**src/addp_consts.vh**
```
// Constants for the converter output port and configuration interface.
// Assumes a single 25 MHz system clock; all pins are sampled by it.
// Function
// - Serial data in is captured on each serial clock rising edge.
// - Readback drives register bits on open-drain output, valid by falling edge.
// - Shifting happens only while chip select is low.
// - Strap low selects serial mode, high selects parallel static controls.
// - Parallel mode data-in pin selects 3.5mA or 1.75mA drive current.
// - Parallel mode serial clock pin controls sleep directly.
// - Stabilizer enabled by register bit or parallel chip select level.
// - Seven pairs carry two sample bits each per sample period.
// - Even bits are presented while output clock is low.
// - Odd bits are presented while output clock is high.
// - Data changes with both clock edges; register may delay clock phase (here it gives a pulse in the low half instead).
// - Overrange flag high for out-of-range samples, valid during clock low.
// - Overrange flag forced to zero in second half of clock cycle.
// - A conversion starts on each rising edge of the encode clock.
// - With stabilizer on, 30% to 70% duty accepted, 50% kept internally.
// - Stabilizer needs one hundred encode cycles to lock after change.
// - Overrange flag delayed by the same pipeline latency as data.
`ifndef ADDP_CONSTS_VH
`define ADDP_CONSTS_VH
// ****************************************************************
// Widths and counts
// ****************************************************************
`define ADDP_SAMPLE_W 14
`define ADDP_PAIRS 7
`define ADDP_PIPE_LAT 6
`define ADDP_LOCK_CYCLES 100
`define ADDP_NREGS 4
// ****************************************************************
// Serial frame: one read bit, seven address bits, eight data bits
// ****************************************************************
`define ADDP_FRAME_BITS 16
`define ADDP_RW_BIT 15
// ****************************************************************
// Mode register indices and field positions
// ****************************************************************
`define ADDP_REG_SLEEP 2'h0
`define ADDP_REG_CLKCFG 2'h1
`define ADDP_REG_OUTCFG 2'h2
`define ADDP_REG_FMT 2'h3
`define ADDP_SLEEP_BIT 0
`define ADDP_DCS_BIT 0
`define ADDP_PHASE_LO 1
`define ADDP_INV_BIT 3
`define ADDP_CUR_LO 0
`define ADDP_REG_RESET 8'h00
// ****************************************************************
// Drive current codes
// ****************************************************************
`define ADDP_CUR_3P5 3'h0
`define ADDP_CUR_1P75 3'h6
`endif

```
**src/addp_fifo.v**
```verilog
// Small flip-flop FIFO with valid/ready on both sides.
// Assumes one clock and synchronous active-high reset.
`timescale 1ns/1ps
module addp_fifo #(
    parameter WIDTH = 15,
    parameter DEPTH = 4,
    parameter AW = 2
) (
    input wire sys_clk,
    input wire rst,
    input wire in_valid,
    output wire in_ready,
    input wire [WIDTH-1:0] in_data,
    output wire out_valid,
    input wire out_ready,
    output wire [WIDTH-1:0] out_data
);
    reg [WIDTH-1:0] mem_q [0:DEPTH-1];
    reg [AW-1:0] wr_q;
    reg [AW-1:0] rd_q;
    reg [AW:0] cnt_q;
    wire push;
    wire pop;
    assign in_ready = (cnt_q != DEPTH);
    assign out_valid = (cnt_q != 0);
    assign out_data = mem_q[rd_q];
    assign push = in_valid && in_ready;
    assign pop = out_valid && out_ready;
    always @(posedge sys_clk) begin
        if (rst) begin
            wr_q <= {AW{1'b0}};
            rd_q <= {AW{1'b0}};
            cnt_q <= {(AW+1){1'b0}};
        end else begin
            if (push) begin
                mem_q[wr_q] <= in_data;
                wr_q <= (wr_q == DEPTH - 1) ? {AW{1'b0}} : wr_q + 1'b1;
            end
            if (pop) begin
                rd_q <= (rd_q == DEPTH - 1) ? {AW{1'b0}} : rd_q + 1'b1;
            end
            if (push && !pop) begin
                cnt_q <= cnt_q + 1'b1;
            end else if (pop && !push) begin
                cnt_q <= cnt_q - 1'b1;
            end
        end
    end
endmodule

```
**src/addp_port.v**
```verilog
// Output port and configuration interface of the converter's digital side.
// Assumes encode clock and serial pins are asynchronous to sys_clk and
// much slower, so each phase lasts several sys_clk cycles.
`timescale 1ns/1ps
`include "addp_consts.vh"
module addp_port #(
    parameter SAMPLE_W = `ADDP_SAMPLE_W,
    parameter PIPE_LAT = `ADDP_PIPE_LAT,
    parameter LOCK_CYCLES = `ADDP_LOCK_CYCLES
) (
    input wire sys_clk,
    input wire rst,
    input wire encode_clock_pos,
    input wire encode_clock_neg,
    input wire [SAMPLE_W-1:0] core_sample,
    input wire core_over,
    input wire program_mode_strap,
    input wire cs_n,
    input wire sck,
    input wire sdi,
    output wire sdo_o,
    output wire sdo_oe,
    output reg [`ADDP_PAIRS-1:0] ddr_data_pair,
    output reg forwarded_output_clock,
    output reg overrange_flag,
    output reg sleep_en,
    output reg dcs_en,
    output reg dcs_locked,
    output reg [2:0] drive_current,
    output reg [1:0] clk_phase,
    output reg clk_invert,
    output wire sample_overflow
);
    // ****************************************************************
    // Pin synchronisers
    // ****************************************************************
    reg [1:0] encp_s_q;
    reg [1:0] encn_s_q;
    reg [1:0] strap_s_q;
    reg [1:0] cs_s_q;
    reg [1:0] sck_s_q;
    reg [1:0] sdi_s_q;
    reg encp_d1_q;
    reg sck_d1_q;
    always @(posedge sys_clk) begin
        if (rst) begin
            encp_s_q <= 2'h0;
            encn_s_q <= 2'h3;
            strap_s_q <= 2'h0;
            cs_s_q <= 2'h3;
            sck_s_q <= 2'h0;
            sdi_s_q <= 2'h0;
            encp_d1_q <= 1'b0;
            sck_d1_q <= 1'b0;
        end else begin
            encp_s_q <= {encp_s_q[0], encode_clock_pos};
            encn_s_q <= {encn_s_q[0], encode_clock_neg};
            strap_s_q <= {strap_s_q[0], program_mode_strap};
            cs_s_q <= {cs_s_q[0], cs_n};
            sck_s_q <= {sck_s_q[0], sck};
            sdi_s_q <= {sdi_s_q[0], sdi};
            encp_d1_q <= encp_s_q[1];
            sck_d1_q <= sck_s_q[1];
        end
    end
    // Strap is static, so a plain synchronised level is enough
    wire parallel_mode = strap_s_q[1];
    // Differential encode: rising when pos goes high over neg
    wire enc_level = encp_s_q[1] & ~encn_s_q[1];
    wire enc_rise = enc_level & ~encp_d1_q;
    wire sck_rise = sck_s_q[1] & ~sck_d1_q;
    wire sck_fall = ~sck_s_q[1] & sck_d1_q;
    wire cs_low = ~cs_s_q[1];
    // ****************************************************************
    // Serial configuration port
    // ****************************************************************
    reg [7:0] regs_q [0:`ADDP_NREGS-1];
    reg [4:0] bitpos_q;
    reg [15:0] shift_q;
    reg [7:0] rd_shift_q;
    reg read_q;
    reg sdo_low_q;
    integer i;
    always @(posedge sys_clk) begin
        if (rst) begin
            for (i = 0; i < `ADDP_NREGS; i = i + 1) begin
                regs_q[i] <= `ADDP_REG_RESET;
            end
            bitpos_q <= 5'h00;
            shift_q <= 16'h0000;
            rd_shift_q <= 8'h00;
            read_q <= 1'b0;
            sdo_low_q <= 1'b0;
        end else if (parallel_mode || !cs_low) begin
            bitpos_q <= 5'h00;
            read_q <= 1'b0;
            sdo_low_q <= 1'b0;
        end else begin
            if (sck_rise && bitpos_q < `ADDP_FRAME_BITS) begin
                shift_q <= {shift_q[14:0], sdi_s_q[1]};
                bitpos_q <= bitpos_q + 5'h01;
                if (bitpos_q == 5'h00) begin
                    read_q <= sdi_s_q[1];
                end
                // Last address bit is still on the pin at the eighth edge
                if (bitpos_q == 5'h07) begin
                    rd_shift_q <= regs_q[{shift_q[0], sdi_s_q[1]}];
                end
                if (bitpos_q == 5'h0f && !read_q) begin
                    regs_q[shift_q[8:7]] <= {shift_q[6:0], sdi_s_q[1]};
                end
            end
            // Drive on falling edge so the host samples on the next one
            if (sck_fall && read_q && bitpos_q >= 5'h08) begin
                sdo_low_q <= ~rd_shift_q[7];
                rd_shift_q <= {rd_shift_q[6:0], 1'b0};
            end
        end
    end
    // Open drain: only ever pull low
    assign sdo_o = 1'b0;
    assign sdo_oe = sdo_low_q;
    // ****************************************************************
    // Mode controls
    // ****************************************************************
    always @(posedge sys_clk) begin
        if (rst) begin
            sleep_en <= 1'b0;
            dcs_en <= 1'b0;
            drive_current <= `ADDP_CUR_3P5;
            clk_phase <= 2'h0;
            clk_invert <= 1'b0;
        end else if (parallel_mode) begin
            sleep_en <= sck_s_q[1];
            dcs_en <= cs_s_q[1];
            drive_current <= sdi_s_q[1] ? `ADDP_CUR_1P75 : `ADDP_CUR_3P5;
            clk_phase <= 2'h0;
            clk_invert <= 1'b0;
        end else begin
            sleep_en <= regs_q[`ADDP_REG_SLEEP][`ADDP_SLEEP_BIT];
            dcs_en <= regs_q[`ADDP_REG_CLKCFG][`ADDP_DCS_BIT];
            drive_current <= regs_q[`ADDP_REG_OUTCFG][2:0];
            // Phase shift only works with the stabilizer on
            clk_phase <= regs_q[`ADDP_REG_CLKCFG][`ADDP_DCS_BIT] ?
                regs_q[`ADDP_REG_CLKCFG][2:1] : 2'h0;
            clk_invert <= regs_q[`ADDP_REG_CLKCFG][`ADDP_INV_BIT];
        end
    end
    // ****************************************************************
    // Stabilizer lock and encode period measurement
    // ****************************************************************
    reg [15:0] period_cnt_q;
    reg [15:0] period_q;
    reg [7:0] lock_cnt_q;
    always @(posedge sys_clk) begin
        if (rst) begin
            period_cnt_q <= 16'h0000;
            period_q <= 16'h0000;
            lock_cnt_q <= 8'h00;
            dcs_locked <= 1'b0;
        end else begin
            if (period_cnt_q != 16'hffff) begin
                period_cnt_q <= period_cnt_q + 16'h0001;
            end
            // Stopped clock or period change restarts lock
            if (!dcs_en || period_cnt_q == 16'hffff) begin
                lock_cnt_q <= 8'h00;
                dcs_locked <= 1'b0;
            end
            if (enc_rise) begin
                period_cnt_q <= 16'h0001;
                period_q <= period_cnt_q;
                if (dcs_en) begin
                    if (period_cnt_q != period_q) begin
                        lock_cnt_q <= 8'h00;
                        dcs_locked <= 1'b0;
                    end else if (lock_cnt_q < LOCK_CYCLES) begin
                        lock_cnt_q <= lock_cnt_q + 8'h01;
                    end else begin
                        dcs_locked <= 1'b1;
                    end
                end
            end
        end
    end
    // Half period for a 50% output clock whatever the input duty
    wire [15:0] half_period = {1'b0, period_q[15:1]};
    // ****************************************************************
    // Pipeline and sample buffer
    // ****************************************************************
    reg [SAMPLE_W:0] pipe_q [0:PIPE_LAT-1];
    reg pipe_v_q;
    wire fifo_ready;
    wire fifo_valid;
    wire [SAMPLE_W:0] fifo_data;
    reg take_q;
    always @(posedge sys_clk) begin
        if (rst) begin
            for (i = 0; i < PIPE_LAT; i = i + 1) begin
                pipe_q[i] <= {(SAMPLE_W+1){1'b0}};
            end
            pipe_v_q <= 1'b0;
        end else if (enc_rise && !sleep_en) begin
            // Flag travels with data through the same stages
            pipe_q[0] <= {core_over, core_sample};
            for (i = 1; i < PIPE_LAT; i = i + 1) begin
                pipe_q[i] <= pipe_q[i-1];
            end
            pipe_v_q <= 1'b1;
        end else begin
            pipe_v_q <= 1'b0;
        end
    end
    assign sample_overflow = pipe_v_q && !fifo_ready;
    addp_fifo #(.WIDTH(SAMPLE_W + 1), .DEPTH(4), .AW(2)) u_fifo (
        .sys_clk(sys_clk),
        .rst(rst),
        .in_valid(pipe_v_q),
        .in_ready(fifo_ready),
        .in_data(pipe_q[PIPE_LAT-1]),
        .out_valid(fifo_valid),
        .out_ready(take_q),
        .out_data(fifo_data)
    );
    // ****************************************************************
    // DDR output serializer
    // ****************************************************************
    reg [SAMPLE_W:0] cur_q;
    reg [15:0] phase_cnt_q;
    reg hi_half_q;
    reg clk_int_q;
    function [`ADDP_PAIRS-1:0] pick_bits;
        input [SAMPLE_W-1:0] s;
        input odd;
        integer k;
        begin
            for (k = 0; k < `ADDP_PAIRS; k = k + 1) begin
                pick_bits[k] = s[2*k + (odd ? 1 : 0)];
            end
        end
    endfunction
    always @(posedge sys_clk) begin
        if (rst) begin
            cur_q <= {(SAMPLE_W+1){1'b0}};
            phase_cnt_q <= 16'h0000;
            hi_half_q <= 1'b0;
            clk_int_q <= 1'b0;
            take_q <= 1'b0;
            ddr_data_pair <= {`ADDP_PAIRS{1'b0}};
            overrange_flag <= 1'b0;
            forwarded_output_clock <= 1'b0;
        end else begin
            take_q <= 1'b0;
            phase_cnt_q <= phase_cnt_q + 16'h0001;
            if (enc_rise) begin
                // One low half and one high half per encode period
                phase_cnt_q <= 16'h0000;
                hi_half_q <= 1'b0;
                if (fifo_valid) begin
                    cur_q <= fifo_data;
                    take_q <= 1'b1;
                end
            end else if (!hi_half_q && phase_cnt_q + 16'h0001 >= half_period) begin
                hi_half_q <= 1'b1;
            end
            clk_int_q <= hi_half_q;
            // Data moves on both clock edges when clk_phase is 0
            ddr_data_pair <= pick_bits(cur_q[SAMPLE_W-1:0], hi_half_q);
            overrange_flag <= hi_half_q ? 1'b0 : cur_q[SAMPLE_W];
            // Phase 1 or 2 gives a clock pulse from a quarter or half of the low half to its end, phase 3 none; data unaffected
            forwarded_output_clock <= clk_invert ^
                ((clk_phase == 2'h0) ? hi_half_q :
                 (phase_cnt_q >= (half_period >> (3 - clk_phase))) ^ ~hi_half_q ^ 1'b1);
        end
    end
endmodule

```
**config.mk**
```make
export PLATFORM = sky130hd
export DESIGN_NAME = addp_port
export DESIGN_NICKNAME = d
export VERILOG_FILES = /design/src/addp_fifo.v /design/src/addp_port.v
export VERILOG_INCLUDE_DIRS = /design/src /design/src/src
export SDC_FILE = /design/constraint.sdc
export NUM_CORES = 1
export LEC_CHECK = 0
export ABC_AREA = 1
export BUFFER_PORTS_ARGS = -buffer_cell sky130_fd_sc_hd__buf_4
export CAP_MARGIN = 20
export CORE_UTILIZATION = 40
export DETAILED_ROUTE_END_ITERATION = 8
export GPL_ROUTABILITY_DRIVEN = 0
export GPL_TIMING_DRIVEN = 0
export SYNTH_ARGS = -nofsm -noshare
export SYNTH_HDL_FRONTEND = slang
export SYNTH_SLANG_ARGS = --single-unit
```
**constraint.sdc**
```tcl
create_clock -name sys_clk -period 7.3 [get_ports sys_clk]
set_input_delay 1.46 -clock sys_clk [delete_from_list [all_inputs] [get_ports sys_clk]]
set_output_delay 1.46 -clock sys_clk [all_outputs]
set_load 0.05 [all_outputs]
```
## Yosys cells after proc, flatten, opt, wreduce, memory -nomap -nowiden

Memory sizes are Yosys's and may differ from the RTL's. A register that Yosys moved wholly into a read port is not among the register bits.
Index checks and enable logic that the tools add are counted.

| operators by class | value |
|---|---|
| $add $sub $neg | 15 |
| order comparisons | 12 |
| eq/ne operators | 8 |
| shifts and indexed selects | 1 |
| mux-type cells | 69 |
| bitwise logic cells | 22 |
| reductions and logical operators | 38 |

Operators by type and width:

| cell | count |
|---|---|
| $lt 32x6->1 const B | 6 |
| $mux 15 | 6 |
| $mux 8 | 9 |
| $add 4x32->32 const A | 2 |
| $add 5x32->32 const A | 2 |
| $mux 1 | 40 |
| $add 16x1->16 const B | 2 |
| $add 3x32->32 const A | 1 |
| $shr 15x32->16 | 1 |
| $bmux 1 s4 | 7 |
| $eq 16x16->1 const B | 1 |
| $ge 16x15->1 | 1 |
| $ge 16x16->1 | 1 |
| $ne 16x16->1 | 1 |
| $ne 16x16->1 const B | 1 |
| $mux 3 | 4 |
| $logic_and 1x1->1 | 11 |
| $lt 5x5->1 const B | 2 |
| $not 1->1 | 10 |
| $reduce_or 2->1 | 5 |
| $add 8x1->8 const B | 1 |
| $lt 8x7->1 const B | 1 |
| $reduce_bool 2->1 | 4 |
| $reduce_or 8->1 | 1 |
| other kinds (23) | 45 |

| word-level totals | value |
|---|---|
| flip-flop bits (word level) | 122 |
| RAM bits | 182 |
| word-level logic and storage cells | 201 |
| memories kept | 3 |

Memories:

| memory | depth | bits a word | read ports | clocked after Yosys merged registers in | write ports | RTL line | RTL |
|---|---|---|---|---|---|---|---|
| pipe_q | 6 | 15 | 6 | 0 | 6 | addp_port.v:191 | `reg [SAMPLE_W:0] pipe_q [0:PIPE_LAT-1];` |
| u_fifo.mem_q | 4 | 15 | 1 | 1 | 1 | addp_fifo.v:18 | `reg [WIDTH-1:0] mem_q [0:DEPTH-1];` |
| regs_q | 4 | 8 | 4 | 0 | 4 | addp_port.v:77 | `` reg [7:0] regs_q [0:`ADDP_NREGS-1]; `` |

## Longest topological paths before layout

| logic depth | value |
|---|---|
| depth in word-level cells | 9 |
| depth in mapped cells | 17 |
| mapped depth without buffers | 17 |

## Cells and area by module

Synthesis repeated with hierarchy kept, for this count alone.

| second synthesis, totals | value |
|---|---|
| cell total of the unflattened synthesis | 1507 |
| area, all modules | 14287.5 µm² |

By module, submodules not included:

| module | times used | cells each | area an instance (µm²) | sequential area each (µm²) |
|---|---|---|---|---|
| addp_port | 1 | 1292 | 11413.4 | 6266.0 |
| addp_fifo | 1 | 215 | 2874.0 | 1981.9 |

## Worst setup path before layout

No wires, ideal clock.

| timing path | value |
|---|---|
| path type | register to register |
| from | register encn_s_q[1] |
| to | memory pipe_q[0][0] in the netlist's numbering, enable pin |
| library setup time | 0.663 ns |
| arrival time | 6.908 ns |
| setup slack | -0.271 ns |
| stages on the path, launching flop included | 4 |
| path buffers | 0 |
| period minus slack after synthesis | 7.571 ns |
| cells stage by stage | dfxtp_1 nor3_2 inv_2 o21ai_0 |

RTL lines:

| what | RTL line | RTL |
|---|---|---|
| from (decl) | addp_port.v:38 | `reg [1:0] encn_s_q;` |
| from (signal assigned) | addp_port.v:57 | `encn_s_q <= {encn_s_q[0], encode_clock_neg};` |
| to (decl) | addp_port.v:191 |  |

## Worst setup path after layout

| timing path | value |
|---|---|
| from | input rst |
| to | memory u_fifo.mem_q[2][3], enable pin |

| between the ends | value |
|---|---|
| cells in the longest elaborated chain, start to end | 2 |

Ends and longest elaborated chain:

| what | RTL line | RTL |
|---|---|---|
| from (decl) | addp_port.v:12 | `input wire rst,` |
| $mux 1 | addp_fifo.v:30 | `if (rst) begin` |
| $mux 1 (implied by the code) | addp_fifo.v:36 | `mem_q[wr_q] <= in_data;` |
| to (decl) | addp_fifo.v:18 |  |

No other way between the ends.

==> impl_metrics.py <==
metrics = {
    "synth": {
        "syn_avg_cell_area_um2": 9.36,
        "synth_top_family_by_area": "simple AND/OR/NAND/NOR gates",
        "synth-async-reset-ratio_pct": 0,
        "syn_nets": 1533,
        "synth.distinct_cells": 48,
        "synth-seq-cells": 319,
        "yosys-top-cells-area": "edfxtp_1 40%, dfxtp_1 20%, nor2_1 8.1%",
        "synthMuxAreaShare_pct": 0.292,
        "seq_area_frac_synth_pct": 59.8,
        "synth_area_mm2": 0.0137,
        "dominantRegCellSynth": "edfxtp_1",
        "synth_xor_area_share_pct": 1.53,
        "synth_area_leader_cell": "edfxtp_1",
        "syn_inst": 1467,
        "synth_compound_area_share_pct": 10.3,
        "synth_top_area_share_pct": 39.8,
        "synthSimpleGateAreaFrac_pct": 16.4,
        "synth-adder-area-share_pct": 3.97,
        "synth-edff-count": 182,
        "ys_warn_count": 0,
    },
    "sta": {
        "finClkSkew_ns": 0.0157,
        "rsz0062_at_grt": "no",
        "slew_headroom_pct": 38.2,
        "finalHoldViolCount": 0,
        "tightestPinTransition_ns": 0.925,
        "drv_slew": 0,
        "period_share_pct": 49.2,
        "max_freq_ghz": 0.278,
        "hold_ws_ns": 0.402,
        "fin_ws_ns": 3.71,
        "min_period_ns": 3.59,
        "setup_viol": 0,
        "setup-tns-final_ns": 0,
    },
    "route": {
        "drcViolationCount": 0,
        "wl_per_cell_um": 14.3,
        "vias": 9752,
        "drt-vias-per-instance": 4.81,
        "wirelength_um": 29000,
        "drtAntennaViolNets": 0,
        "dr.first_iter.drc_count": 667,
        "drt_first_pass_iters": 5,
    },
    "die": {
        "initial_core_util_pct": 40.9,
        "fp.dieH_um": 187,
        "io_pins": 44,
        "dieWidth_um": 187,
        "die_area_mm2": 0.0351,
        "num_rows": 67,
        "core_area_mm2": 0.0336,
    },
    "final_layout": {
        "final_cells": 2027,
        "drive_gt1_share_pct": 9.82,
        "nNetsFinal": 1617,
        "synthToLayoutAreaGrowth_pct": 15.4,
        "diodes": 0,
    },
    "global_routing": {
        "gr-usage-all-layers_pct": 16.7,
        "grt_max_degree": 33,
        "grt_pass1_wl_um": 47600,
        "grt-busiest-layer": "met2",
        "use_met2_pct": 30.3,
        "antenna_found_initial": 0,
        "use_met3_pct": 2.48,
        "grt_pass1_vias": 9642,
        "grtUsageMet1_pct": 20.3,
        "overflow": 0,
    },
    "clock_network": {
        "cts_made_buffers": 36,
        "post_cts_resized": 0,
        "clock_path_buffers": 3,
        "clk-insertion-delay-late_ns": 0.52,
        "cts_root_buf": "clkbuf_16",
        "post-cts-setup-buffer-count": 0,
        "cts_tree": "done",
        "clk_pin_slew_ns": 0.06,
        "cts-htree-levels": 2,
        "clkSinkCount": 319,
        "hold_buffers": 0,
    },
    "pwr": {
        "p_leak_uw": 0.00649,
        "p_per_area_mw_per_mm2": 244,
        "peakVddDrop_mv": 0.143,
    },
    "placement": {
        "dp_hpwl_um": 20100,
        "dp.cells": 1961,
        "preCtsSetupSlack_ns": 3.12,
        "port_buffers": 41,
    },
    "setup_path": {
        "cp_data_arrival_time_ns": 3.81,
        "critPathKind": "input port to flop",
        "cp.required_ns": 7.52,
        "crit_fanout": 10,
        "cp-start-kind": "input port",
        "end_kind": "flop",
        "rrSetupSlack_ns": 4.59,
    },
    "hold_path": {
        "hp-class": "flop to flop",
    },
    "job": {
        "cap_violations": 0,
    },
    "run_status": {
        "status": "finished, final reports clean",
    },
}
## per-stage QoR
stage	util (%)	cell area (µm²)	power [µW]
detailed placement	43.7	14700	2170
CTS	47.1	15800	3910
global placement	43.4	14600	2170
floorplan	-	13700	2110
global route	47.1	15800	4010
finish	47.1	15800	3870
## critical path, cell delays in order
cell and delay (ns):
buf_2 0.17, inv_2 0.13, clkbuf_1 0.42, buf_1 0.48
nand2_1 0.25, nor2_1 0.65, buf_6 0.25
## cell usage after synthesis (2+ instances only)
cell and instances:
a211oi_1 5, a21oi_1 68, a31o_2 4, a31oi_1 14, buf_1 2, buf_2 4, buf_4 3, clkbuf_1 40
clkinv_1 2, dfxtp_1 137, edfxtp_1 182, ha_1 42, inv_1 218, inv_2 9, mux2i_1 4, nand2_1 143
nand2_2 3, nand3_1 28, nand3_2 4, nand4_1 14, nor2_1 298, nor2_2 9, nor3_1 18, nor3_2 3
nor3b_1 2, o21a_1 2, o21ai_0 137, o21ai_1 11, o22ai_1 16, or2_2 5, xnor2_1 4, xor2_1 20
## where the power goes
group | total, µW | switching, µW | internal, µW
logic | 174 | 120 | 54.6
registers | 1960 | 20.1 | 1940
clock network | 1740 | 726 | 1010
total | 3870 | 866 | 3000
## final cells by class
class | instances | area [µm²]
Inverter | 229 | 860
Buffer | 49 | 200
Clock inverter | 23 | 200
Tap cell | 448 | 561
Sequential cell | 319 | 8210
Multi-Input combinational cell | 870 | 4480
Fill cell | 3157 | 17800
Clock buffer | 43 | 947
Timing Repair Buffer | 46 | 387
## per-layer routing
layer | share of wire [%] | wire length, µm
met1 | 43 | 12400
met2 | 50 | 14600
met3 | 3.9 | 1130
met4 | 2.7 | 795
met5 | 0 | 0
## worst paths after layout
path / start / to / cells after the start
max: rst / u_fifo.mem_q[2][3] / 7
min: encp_s_q[0] / encp_s_q[1] / 2
max reg2reg: clk_phase[0] / forwarded_output_clock / 12
min reg2reg: encp_s_q[0] / encp_s_q[1] / 2
## registers in the layout (all words and copies together) (netlist names), 3 cells and up
register / flops
ddr_data_pair: 7
regs_q: 32
rd_shift_q: 8
u_fifo.mem_q: 60
period_cnt_q: 16
phase_cnt_q: 16
pipe_q: 90
cur_q: 15
u_fifo.cnt_q: 3
shift_q: 9
bitpos_q: 5
lock_cnt_q: 8
drive_current: 3
period_q: 16
## cell families (layout without fill, tap and decap cells)
family	Yosys count	count (layout)
and+or+nand+nor	534	534
DFF	319	319
buffers and inverters	278	390
AOI/OAI and AO/OA	264	264
adders and majority gates	43	43
xor gates and xnor gates	24	24
muxes	4	4
other	1	1
## cells in the final DEF, fill, tap and decap left out, types with 3 or more instances in the layout
cell type	instances
nor2_1	295
inv_1	218
edfxtp_1	182
nand2_1	143
dfxtp_1	137
o21ai_0	136
a21oi_1	68
clkbuf_1	45
buf_4	45
ha_1	42
clkbuf_16	36
nand3_1	28
xor2_1	20
nor3_1	18
o22ai_1	16
nand4_1	14
a31oi_1	14
nor2_2	12
o21ai_1	11
inv_2	9
clkinv_1	8
clkinv_2	8
or2_2	5
a211oi_1	5
mux2i_1	4
buf_2	4
a31o_2	4
xnor2_1	4
nand3_2	4
nor3_2	3
nand2_2	3
buf_12	3
Note: power is estimated with default switching activity, not from simulation.
